**src/verilog/fsg_cfg.svh**
```systemverilog
// Constants of the flash segment write guard: layout, offsets, resets.
`ifndef FSG_CFG_SVH
`define FSG_CFG_SVH

// ----------------------------------------------------------------------
// Flash geometry
// ----------------------------------------------------------------------
`define FSG_ADDR_W    17
`define FSG_PAGE_LSB  9
`define FSG_PTR_W     8
`define FSG_LAST_PAGE 8'hff
`define FSG_CFG_ADDR  17'h1ffff

// ----------------------------------------------------------------------
// Configuration word fields
// ----------------------------------------------------------------------
`define FSG_CFG_W     16
`define FSG_BSEL_BIT  8
`define FSG_LPG_BIT   9
`define FSG_OFF_BIT   10
`define FSG_WG_BIT    11
`define FSG_RG_BIT    12
`define FSG_CFG_RST   16'h1fff

// ----------------------------------------------------------------------
// Register offsets and status bits
// ----------------------------------------------------------------------
`define FSG_REG_CFG   8'h00
`define FSG_REG_STAT  8'h04
`define FSG_REG_MASK  8'h08
`define FSG_REG_UPSET 8'h0c
`define FSG_REG_LAST  8'h10
`define FSG_ST_W      3
`define FSG_ST_BLK    0
`define FSG_ST_PERR   1
`define FSG_ST_LOAD   2

`endif

```
**src/verilog/fsg_pkg.sv**
```systemverilog
// Types and shared decoding of the flash segment write guard.
`default_nettype none
`include "fsg_cfg.svh"
package fsg_pkg;

  // ----------------------------------------------------------------------
  // Enumerations
  // ----------------------------------------------------------------------
  typedef enum logic [1:0] {
    FSG_INT_WR = 2'h0,
    FSG_EXT_WR = 2'h1,
    FSG_EXT_RD = 2'h2
  } fsg_kind_t;

  // Gray order along fetch, wait, run.
  typedef enum logic [1:0] {
    FSG_S_FETCH = 2'h0,
    FSG_S_WAIT  = 2'h1,
    FSG_S_RUN   = 2'h3
  } fsg_state_t;

  // ----------------------------------------------------------------------
  // State records
  // ----------------------------------------------------------------------
  typedef struct packed {
    logic [`FSG_CFG_W-1:0] val;
    logic [`FSG_CFG_W-1:0] shd;
  } fsg_shadow_t;

  typedef struct packed {
    fsg_state_t             st;
    logic                   rd;
    logic [`FSG_ADDR_W-1:0] fa;
    logic                   ack;
    logic [31:0]            dat;
    logic                   rdy;
    logic                   done;
    logic                   blk;
    logic [`FSG_ST_W-1:0]   stat;
    logic [`FSG_ST_W-1:0]   mask;
    logic                   irq;
    logic                   drst;
    logic [`FSG_ADDR_W-1:0] last;
  } fsg_top_t;

  // Page number of a flash word address.
  function automatic logic [`FSG_PTR_W-1:0] fsg_page(
    input logic [`FSG_ADDR_W-1:0] a
  );
    fsg_page = a[`FSG_ADDR_W-1:`FSG_PAGE_LSB];
  endfunction : fsg_page

endpackage : fsg_pkg
`default_nettype wire

```
**src/verilog/fsg_shadow_cmp.sv**
```systemverilog
// Configuration register with complemented shadow copy and comparator.
`timescale 1ns/100ps
`default_nettype none
`include "fsg_cfg.svh"
module fsg_shadow_cmp
  import fsg_pkg::*;
(
  input  wire logic                  clk_i,
  input  wire logic                  rst_i,
  input  wire logic                  load_i,
  input  wire logic [`FSG_CFG_W-1:0] data_i,
  input  wire logic [`FSG_CFG_W-1:0] upset_i,
  output logic      [`FSG_CFG_W-1:0] cfg_o,
  output logic                       mismatch_o
);

  fsg_shadow_t           s_ff;
  fsg_shadow_t           nxt_s;
  logic [`FSG_CFG_W-1:0] same;

  // ----------------------------------------------------------------------
  // Load and upset
  // ----------------------------------------------------------------------
  // load from flash. keep complement.
  always_comb begin
    nxt_s = s_ff;
    if (load_i) begin
      nxt_s.val = data_i;
      nxt_s.shd = ~data_i;
    end else begin
      // Upset touches only the live copy, as a cell disruption would.
      nxt_s.val = s_ff.val ^ upset_i;
    end
  end

  always_ff @(posedge clk_i) begin
    if (rst_i) begin
      s_ff.val <= `FSG_CFG_RST;
      s_ff.shd <= ~`FSG_CFG_RST;
    end else begin
      s_ff <= nxt_s;
    end
  end

  // ----------------------------------------------------------------------
  // Continuous compare
  // ----------------------------------------------------------------------
  // bitwise compare, a bit equal to its shadow is corrupt.
  for (genvar gi = 0; gi < `FSG_CFG_W; gi++) begin : g_cmp
    assign same[gi] = s_ff.val[gi] ~^ s_ff.shd[gi];
  end
  assign mismatch_o = |same;
  assign cfg_o      = s_ff.val;
endmodule : fsg_shadow_cmp
`default_nettype wire

```
**src/verilog/fsg_range_chk.sv**
```systemverilog
// Combinational protection decision for one flash request.
`timescale 1ns/100ps
`default_nettype none
`include "fsg_cfg.svh"
module fsg_range_chk
  import fsg_pkg::*;
(
  input  wire logic [`FSG_CFG_W-1:0]  cfg_i,
  input  wire logic [`FSG_ADDR_W-1:0] addr_i,
  input  wire logic [1:0]             kind_i,
  output logic                        block_o
);

  logic [`FSG_PTR_W-1:0] pg;
  logic [`FSG_PTR_W-1:0] ptr;
  logic                  wr;
  logic                  seg;
  logic                  gen;

  // ----------------------------------------------------------------------
  // Decision
  // ----------------------------------------------------------------------
  // Segment and general terms are OR-ed so the segment only adds.
  always_comb begin
    pg  = fsg_page(addr_i);
    ptr = cfg_i[`FSG_PTR_W-1:0];
    wr  = (kind_i != FSG_EXT_RD);
    if (cfg_i[`FSG_OFF_BIT]) begin
      seg = 1'b0;
    // pointer page up to the top.
    end else if (cfg_i[`FSG_BSEL_BIT]) begin
      seg = (pg >= ptr);
    // bottom through pointer, plus last page while the LPG bit is clear.
    end else begin
      seg = (pg <= ptr) |
            (!cfg_i[`FSG_LPG_BIT] && pg == `FSG_LAST_PAGE);
    end
    // write guard blocks all internal writes and erases.
    gen = (kind_i == FSG_INT_WR) && !cfg_i[`FSG_WG_BIT];
    // read guard blocks all external access.
    gen = gen | ((kind_i != FSG_INT_WR) && cfg_i[`FSG_RG_BIT]);
    // read guard also shields the configuration word.
    gen = gen | (wr && cfg_i[`FSG_RG_BIT] && addr_i == `FSG_CFG_ADDR);
    block_o = (wr & seg) | gen;
  end

endmodule : fsg_range_chk
`default_nettype wire

```
**src/verilog/fsg_guard.sv**
```systemverilog
// Flash segment write guard: loader, request checker and register slave.
//
// Design decisions made here: the register addresses and register access over Wishbone.
`timescale 1ns/100ps
`default_nettype none
`include "fsg_cfg.svh"
module fsg_guard
  import fsg_pkg::*;
(
  input  wire logic                   clk_i,
  input  wire logic                   rst_i,
  // Wishbone classic slave.
  input  wire logic                   wb_cyc_i,
  input  wire logic                   wb_stb_i,
  input  wire logic                   wb_we_i,
  input  wire logic [7:0]             wb_adr_i,
  input  wire logic [31:0]            wb_dat_i,
  input  wire logic [3:0]             wb_sel_i,
  output logic      [31:0]            wb_dat_o,
  output logic                        wb_ack_o,
  // Configuration word fetch from flash.
  output logic                        flash_rd_o,
  output logic      [`FSG_ADDR_W-1:0] flash_addr_o,
  input  wire logic                   flash_rd_ack_i,
  input  wire logic [`FSG_CFG_W-1:0]  flash_rd_data_i,
  // Write, erase and read requests from the flash controller.
  input  wire logic                   req_valid_i,
  input  wire logic [`FSG_ADDR_W-1:0] req_addr_i,
  input  wire logic [1:0]             req_kind_i,
  output logic                        req_ready_o,
  output logic                        req_done_o,
  output logic                        req_block_o,
  // System side.
  output logic                        dev_reset_o,
  output logic                        irq_o
);

  fsg_top_t              s_ff;
  fsg_top_t              nxt_s;
  logic [`FSG_CFG_W-1:0] cfg;
  logic                  mism;
  logic                  dec_block;
  logic                  take;
  logic                  acc;
  logic                  load;
  logic                  rd_stat;
  logic [`FSG_CFG_W-1:0] upset;
  logic [`FSG_ST_W-1:0]  ev;

  // ----------------------------------------------------------------------
  // Configuration store
  // ----------------------------------------------------------------------
  // The shadow pair lives apart so that its compare stays local.
  fsg_shadow_cmp u_shadow (
    .clk_i      (clk_i),
    .rst_i      (rst_i),
    .load_i     (load),
    .data_i     (flash_rd_data_i),
    .upset_i    (upset),
    .cfg_o      (cfg),
    .mismatch_o (mism)
  );

  // ----------------------------------------------------------------------
  // Protection decision
  // ----------------------------------------------------------------------
  fsg_range_chk u_chk (
    .cfg_i   (cfg),
    .addr_i  (req_addr_i),
    .kind_i  (req_kind_i),
    .block_o (dec_block)
  );

  // ----------------------------------------------------------------------
  // Next state
  // ----------------------------------------------------------------------
  // Loader, request answer, register slave and interrupt in one pass.
  always_comb begin
    nxt_s   = s_ff;
    take    = wb_cyc_i & wb_stb_i & ~s_ff.ack;
    acc     = req_valid_i & s_ff.rdy;
    load    = (s_ff.st == FSG_S_WAIT) & flash_rd_ack_i;
    upset   = '0;
    rd_stat = 1'b0;
    nxt_s.fa = `FSG_CFG_ADDR;
    // fetch the configuration word, then run.
    case (s_ff.st)
      FSG_S_FETCH: begin
        nxt_s.rd = 1'b1;
        nxt_s.st = FSG_S_WAIT;
      end
      FSG_S_WAIT: begin
        if (flash_rd_ack_i) begin
          nxt_s.rd = 1'b0;
          nxt_s.st = FSG_S_RUN;
        end
      end
      FSG_S_RUN: begin
        // a corrupt config is refetched as after a reset.
        if (mism) begin
          nxt_s.st = FSG_S_FETCH;
        end
      end
      default: begin
        nxt_s.st = FSG_S_FETCH;
      end
    endcase
    // Requests are only taken once a trusted config is in place.
    nxt_s.rdy = (nxt_s.st == FSG_S_RUN) & ~mism;
    // answer every taken request one cycle later.
    nxt_s.done = acc;
    nxt_s.blk  = acc & dec_block;
    if (acc && dec_block) begin
      nxt_s.last = req_addr_i;
    end
    // parity error drives the device reset.
    nxt_s.drst = mism;
    ev = '0;
    ev[`FSG_ST_BLK]  = acc & dec_block;
    ev[`FSG_ST_PERR] = mism;
    ev[`FSG_ST_LOAD] = load;
    // Bus access: one ack per strobe, one cycle after it is seen.
    nxt_s.ack = take;
    if (take) begin
      nxt_s.dat = '0;
      if (wb_adr_i == `FSG_REG_CFG) begin
        nxt_s.dat = {16'h0000, cfg};
      end else if (wb_adr_i == `FSG_REG_STAT) begin
        nxt_s.dat = {29'h0, s_ff.stat};
        rd_stat   = ~wb_we_i;
      end else if (wb_adr_i == `FSG_REG_MASK) begin
        nxt_s.dat = {29'h0, s_ff.mask};
        if (wb_we_i && wb_sel_i[0]) begin
          nxt_s.mask = wb_dat_i[`FSG_ST_W-1:0];
        end
      end else if (wb_adr_i == `FSG_REG_UPSET) begin
        if (wb_we_i) begin
          upset[7:0]  = wb_sel_i[0] ? wb_dat_i[7:0] : 8'h00;
          upset[15:8] = wb_sel_i[1] ? wb_dat_i[15:8] : 8'h00;
        end
      end else if (wb_adr_i == `FSG_REG_LAST) begin
        nxt_s.dat = {15'h0000, s_ff.last};
      end
    end
    // Set wins over the read clear, so no event is lost.
    nxt_s.stat = (rd_stat ? '0 : s_ff.stat) | ev;
    nxt_s.irq  = |(nxt_s.stat & nxt_s.mask);
  end

  always_ff @(posedge clk_i) begin
    if (rst_i) begin
      s_ff <= '0;
    end else begin
      s_ff <= nxt_s;
    end
  end

  // ----------------------------------------------------------------------
  // Outputs
  // ----------------------------------------------------------------------
  assign wb_dat_o     = s_ff.dat;
  assign wb_ack_o     = s_ff.ack;
  assign flash_rd_o   = s_ff.rd;
  assign flash_addr_o = s_ff.fa;
  assign req_ready_o  = s_ff.rdy;
  assign req_done_o   = s_ff.done;
  assign req_block_o  = s_ff.blk;
  assign dev_reset_o  = s_ff.drst;
  assign irq_o        = s_ff.irq;
endmodule : fsg_guard
`default_nettype wire

```
**config.mk**
```make
export PLATFORM = sky130hd
export DESIGN_NAME = fsg_guard
export DESIGN_NICKNAME = d
export VERILOG_FILES = /design/src/verilog/fsg_pkg.sv /design/src/verilog/fsg_shadow_cmp.sv /design/src/verilog/fsg_range_chk.sv /design/src/verilog/fsg_guard.sv
export VERILOG_INCLUDE_DIRS = /design/src /design/src/verilog
export SDC_FILE = /design/constraint.sdc
export NUM_CORES = 1
export LEC_CHECK = 0
export ABC_CLOCK_PERIOD_IN_PS = 3400
export BUFFER_PORTS_ARGS = -buffer_cell sky130_fd_sc_hd__buf_2
export CAP_MARGIN = 20
export CORE_ASPECT_RATIO = 0.6
export CORE_UTILIZATION = 50
export CTS_CLUSTER_DIAMETER = 120
export DETAILED_ROUTE_END_ITERATION = 16
export HOLD_SLACK_MARGIN = 0.08
export MAX_ROUTING_LAYER = met4
export PLACE_DENSITY = 0.86
export SLEW_MARGIN = 5
export SYNTH_ARGS = -nofsm -noshare
export SYNTH_HDL_FRONTEND = slang
export SYNTH_HIERARCHICAL = 1
export SYNTH_SLANG_ARGS = --single-unit
```
**constraint.sdc**
```tcl
create_clock -name clk_i -period 3.4 [get_ports clk_i]
set_clock_uncertainty 0.2 [all_clocks]
set_input_delay 1.02 -clock clk_i [delete_from_list [all_inputs] [get_ports clk_i]]
set_output_delay 1.02 -clock clk_i [all_outputs]
set_load 0.1 [all_outputs]
```
==> Yosys cells after proc, flatten, opt, wreduce, memory -nomap -nowiden <==
Index checks and enable logic that the tools add are counted.
{ "op_classes": {"n_lt_le_gt_ge": 2, "n_eq_ne": 11, "mux": 32, "bitwise_logic": 34, "n_reduce_logical": 17} }
{ "ops": {"columns": ["operator", "n"], "rows": [
  ["$mux W16", 7],
  ["$mux W17", 6],
  ["$mux W78", 1],
  ["$mux W32", 1],
  ["$mux W3", 7],
  ["$eq A17 B17 Y1 const B", 1],
  ["$eq A8 B4 Y1 const B", 2],
  ["$mux W8", 2],
  ["$not A16 Y16", 1],
  ["$reduce_or A16 Y1", 1],
  ["$xnor A1 B1 Y1", 16],
  ["$xor A16 B16 Y16", 1],
  ["$eq A8 B3 Y1 const B", 1],
  ["$eq A8 B5 Y1 const B", 1],
  ["$eq A8 B8 Y1 const B", 1],
  ["$ge A8 B8 Y1", 1],
  ["$le A8 B8 Y1", 1],
  ["$logic_not A8 Y1", 1],
  ["$and A1 B1 Y1", 7],
  ["$logic_and A1 B1 Y1", 7],
  ["$pmux W2 S3", 1],
  ["$mux W1", 5],
  ["$eq A2 B2 Y1 const B", 2],
  ["$logic_not A2 Y1", 2],
  ["12 further kinds", 20]
]} }
{ "word_totals": {"regBits": 113, "in_bits": 86, "out_inout_bits": 56, "word_cells": 111} }

==> Longest topological paths before layout <==
{ "depth": {"depth_word": 12, "ltp_mapped": 13, "ltp_nobuf": 10} }

==> Hierarchy <==
Netlist, hierarchy kept.
{ "by_module_without_submodules": {"columns": ["module", "instances", "cells_each", "area_each_um2", "seq_area_each_um2"], "rows": [
  ["fsg_guard", 1, 295, 2512.4, 1001.0],
  ["fsg_shadow_cmp", 1, 160, 1599.0, 640.6],
  ["fsg_range_chk", 1, 45, 306.5, 0.0]
]} }

==> Worst setup path after synthesis <==
Ideal clock, no wire load.
{ "synth_path": {"path_type": "input to register", "start": "in req_addr_i[14]", "end": "reg s_ff[2] (netlist name)", "setup_ps": 71, "arrival_ps": 2911, "required_time_ps": 3129, "slack_ps": 218, "stages": 11, "path_cell_list": "ha_1 a21oi_1 nor2_1 a211oi_1 a311o_1 o21ai_1 nand3_1 clkbuf_1 clkbuf_1 nand2_1 a21oi_1"} }
{ "synth_between": {"elab_chain_cells": 8, "elab_cells_between_ends": 13, "cone_classes": "order compare: 2; eq/ne: 2; mux: 2; bitwise: 4; reduce/logical: 3"} }
{ "synth_lines": {"columns": ["item", "line_no", "source"], "rows": [
  ["start: declaration", "fsg_guard.sv:28", "input wire logic [`FSG_ADDR_W-1:0] req_addr_i,"],
  ["parallel branches: the longest is 6 deep, another holds $le A8 B8 Y1", null, null],
  ["$or A1 B1 Y1 (*)", "fsg_range_chk.sv:44", "block_o = (wr & seg) | gen;"],
  ["net dec_block", "fsg_guard.sv:42", "logic dec_block;"],
  ["$logic_and A1 B1 Y1 (*)", "fsg_guard.sv:113", "if (acc && dec_block) begin"],
  ["end signal: assignment", "fsg_guard.sv:154", "s_ff <= nxt_s;"],
  ["end: declaration", "fsg_guard.sv:38", "fsg_top_t s_ff;"]
]} }
Mark *: on every way through the listed nets, which the timed path passes.
A chain may end at the register's enable or synchronous reset.

==> Final worst setup path <==
Ends and elaborated chain as after synthesis.

==> results.md <==
| Step | Item | Reported |
|:---|:---|:---|
| global route | Via count of the first global-routing pass | 3322 |
| setup path | Cell with the largest stage delay on the worst path | a211oi_1 |
| clock tree | Clock tree from TritonCTS | yes |
| synth | Synth cell types | 50 |
| global route | Total congestion overflow | 0 |
| setup path | Max FO, Critical Path | 17 |
| timing | Max Slew Vio Count | 0 |
| route | Detailed-route DRC error count | 0 |
| setup path | Arrival time of data at the critical path endpoint | 3.07 ns |
| clock tree | Number of instances resized during post-cts repair | 0 |
| layout | Antenna diode instance count | 0 |
| worst hold path | Hold Startpoint | s_ff[5] |
| placement | Placer congestion estimate | 0.935 |
| floorplan | Top-level I/O count | 142 |
| floorplan | Die Wd | 123 um |
| global route | Global-route wire length before repair | 16.0 mm |
| synth | Top_reg_cell synth | dfxtp_1 |
| placement | Post-detail-place hpwl | 7.69 mm |
| power and ir drop | Standby leakage power | 2.11 nW |
| layout | Syn-to-layout area delta | 10.8% |
| route | DR vias/cell | 5.32 |
| floorplan | Initial core utilization | 51.8% |
| timing | Final period util | 88.5% |
| timing | RSZ-0062 raised after global routing | false |
| setup path | Gate family responsible for the most delay along the worst path | compound AO/OA/AOI/OAI gates |
| setup path | Critical R2R Launch | u_shadow/cfg_o[5] |
| power and ir drop | Peak supply drop | 0.225 mV |
| placement | Post-placement cell count | 652 |
| synth | Cell count after synthesis | 500 |
| timing | Max transition margin | 25.6% |
| worst hold path | Endpoint, Worst Hold | s_ff[5] |
| setup path | Slack of the worst reg-to-reg path | 0.67 ns |
| placement | Port-buffer cells | 108 |
| setup path | Required time of the worst setup path | 3.47 ns |
| timing | Transition time of the tightest slew-check pin | 1.12 ns |
| global route | Antenna violations before repair | 0 |
| floorplan | Number of standard-cell rows in the floorplan | 26 |
| timing | Highest attainable clock frequency | 332 MHz |
| power and ir drop | Power per Cell Area | 486 nW/um^2 |
| clock tree | Source-to-sink clock delay at the later pin of the worst-skew pair | 0.34 ns |
| clock tree | H-Tree Level Count | 3 |
| timing | Final setup vio count | 0 |
| route | Count of antenna-violating nets left after detailed routing | 0 |
| setup path | Buffering stage count on the worst path with inverters included | 2 |
| worst hold path | Worst Hold Depth | 2 |
| setup path | Worst path most repeated cell | a21oi_1 |
| clock tree | Number of hold buffers added after cts | 0 |
| layout | Most common cell after layout, fill and taps aside | buf_2 |
| synth | Sequential share of the synthesized area | 37.2% |
| layout | Fraction of layout cells with a size suffix above 1 | 28.6% |
| global route | Maximum number of pins on one net before global-route repair | 67 |
| route | Total number of vias | 3554 |
| floorplan | Die height | 74.8 um |
| synth | Number of warnings printed during yosys synthesis | 6 |
| global route | Total global routing track utilization | 24.0% |
| floorplan | Overall die area | 9230 um^2 |
| timing | Minimum clock period | 3.01 ns |
| timing | Final-layout setup total negative slack | 0 ns |
| synth | Number of enable-type register cells in the synthesized netlist | 0 |
| synth | Post-synthesis instance area | 4420 um^2 |
| route | Detailed-route wire length | 10.3 mm |
| timing | Worst setup slack after layout | 0.390 ns |
| setup path | Number of cell instances on the worst register-to-register path | 11 |
| run status | Result of the run | completed |
| job | Maximum capacitance violations | 0 |
| route | Average detailed-routed wire length per instance | 15.4 um |
| clock tree | Sinks on the clock net | 82 |
| setup path | Worst setup path class | in2reg |
| setup path | Endpoint of the worst-slack reg-to-reg timing path | s_ff[2] |
| synth | Post-synthesis average cell area | 8.84 um^2 |
| setup path | Sequence of cells on the critical path | buf_2, ha_1, a21oi_1, nor2_1, a211oi_1, a2111oi_2, o21ai_1, and3_1, buf_12, nand2_1, a21oi_1 |
| clock tree | Number of buffers on the longest clock path | 2 |
| setup path | Critical path capture point type | register |
| setup path | Launching element type of the critical path | primary input |
| timing | Endpoints failing hold | 0 |
| setup path | Critical path's largest stage delay | 0.39 ns |
| placement | Place WS | 0.136 ns |
| layout | Filler Cells Inserted | 778 |
| synth | Share of synthesized flip-flops with an asynchronous set or reset | 0% |
| route | Count of TritonRoute iterations in the first routing pass | 5 |
| clock tree | Number of buffers inserted during clock tree synthesis | 9 |
| layout | Final instance count without filler cells | 668 |
| clock tree | Post-CTS setup-driven buffer insertion count | 0 |
| worst hold path | Hold WC Path Type | reg2reg |
| synth | Post-synthesis sequential element count | 82 |
| layout | Most frequent cells in the layout | 108 x buf_2, 82 x dfxtp_1, 50 x nand2_1, 36 x nor2_1, 26 x a21oi_1 |
| clock tree | Root cell of the clock tree | clkbuf_16 |
| layout | Final net count | 645 |
| floorplan | Core area | 8520 um^2 |
| route | Detailed router's first-iteration violation count | 218 |
| clock tree | CTS clk-pin slew, worst paths | 0.06 ns |
sequential cells by signal (all words and copies together) (netlist names):
register	count
req_ready_o	1
flash_rd_o	1
flash_addr_o	1
u_shadow/cfg_o	16
dev_reset_o	1
irq_o	1
req_block_o	1
u_shadow/s_ff	16
wb_dat_o	17
wb_ack_o	1
req_done_o	1
s_ff	25
metal layers:
layer / share of wire (%) / up-vias / track usage (%)
met5: 0 / - / -
met4: 2.0 / 0 / 8.43
met3: 7.8 / 19 / 6.44
met2: 44 / 152 / 36.6
met1: 46 / 1666 / 30.9
li1: - / 1717 / -
worst max path at each step:
stage,startpoint,endpoint,slack (ns),depth (start not counted)
floorplan,req_addr_i[14],s_ff[2],0.22,11
global placement,wb_adr_i[1],u_shadow/cfg_o[7],0.23,9
detailed placement,req_addr_i[14],s_ff[8],0.14,11
CTS,req_addr_i[14],s_ff[2],0.47,11
global route,req_addr_i[14],irq_o,0.29,10
finish,req_addr_i[14],s_ff[2],0.39,11
Yosys cell counts (14+ instances only):
cell type | number | area (um^2)
nor2_1 | 36 | 135
dfxtp_1 | 82 | 1640
buf_4 | 67 | 503
and2_1 | 21 | 131
nand2_1 | 50 | 188
nand2b_1 | 18 | 113
mux2i_1 | 14 | 140
xnor2_1 | 19 | 166
clkbuf_1 | 14 | 52.6
inv_1 | 15 | 56.3
a21oi_1 | 26 | 130
stage by stage:
step	hold slack (ns)	total power [mW]	area [um^2]	utilization (%)
floorplan	0.230	1.40	4470	-
global placement	0.238	1.44	4600	54.0
detailed placement	0.247	1.45	4600	54.0
CTS	0.255	2.39	4890	57.4
global route	0.275	2.45	4890	57.4
finish	0.254	2.38	4890	57.4
where the power goes:
part | switching [mW] | total (mW) | internal [mW]
clock | 0.383 | 0.938 | 0.554
combinational | 0.300 | 0.415 | 0.116
sequential | 0.0321 | 1.02 | 0.991
total | 0.715 | 2.38 | 1.66
logic make-up (layout without fill, tap and decap cells):
group	Yosys count	after routing	share of synthesized area, %
AOI/OAI and AO/OA	82	82	13.3
xor gates and xnor gates	32	32	6.34
adders and majority gates	8	8	2.27
buffers and inverters	103	145	15.1
DFF	82	82	37.2
muxes	28	28	6.74
other	1	15	0.0849
and+or+nand+nor	164	164	19.1
worst register-to-register path, stage by stage, from the launching register on:
cell and delay [ns]:
dfxtp_1 0.43, inv_1 0.07, ha_1 0.32, a21oi_1 0.16, nor2_1 0.08, a211oi_1 0.39
a2111oi_2 0.14, o21ai_1 0.25, and3_1 0.24, buf_12 0.16, nand2_1 0.07, a21oi_1 0.14
layout make-up:
class	instances	area (um^2)	area share [%]
flip-flops and latches	82	1640	33.5
clock inverters	3	22.5	0.460
inverters	15	56.3	1.15
repair buffers	114	598	12.2
clock buffers	13	270	5.52
well taps	112	140	2.86
multi-input cells	329	2160	44.2
Note: power is estimated with default switching activity, not from simulation.
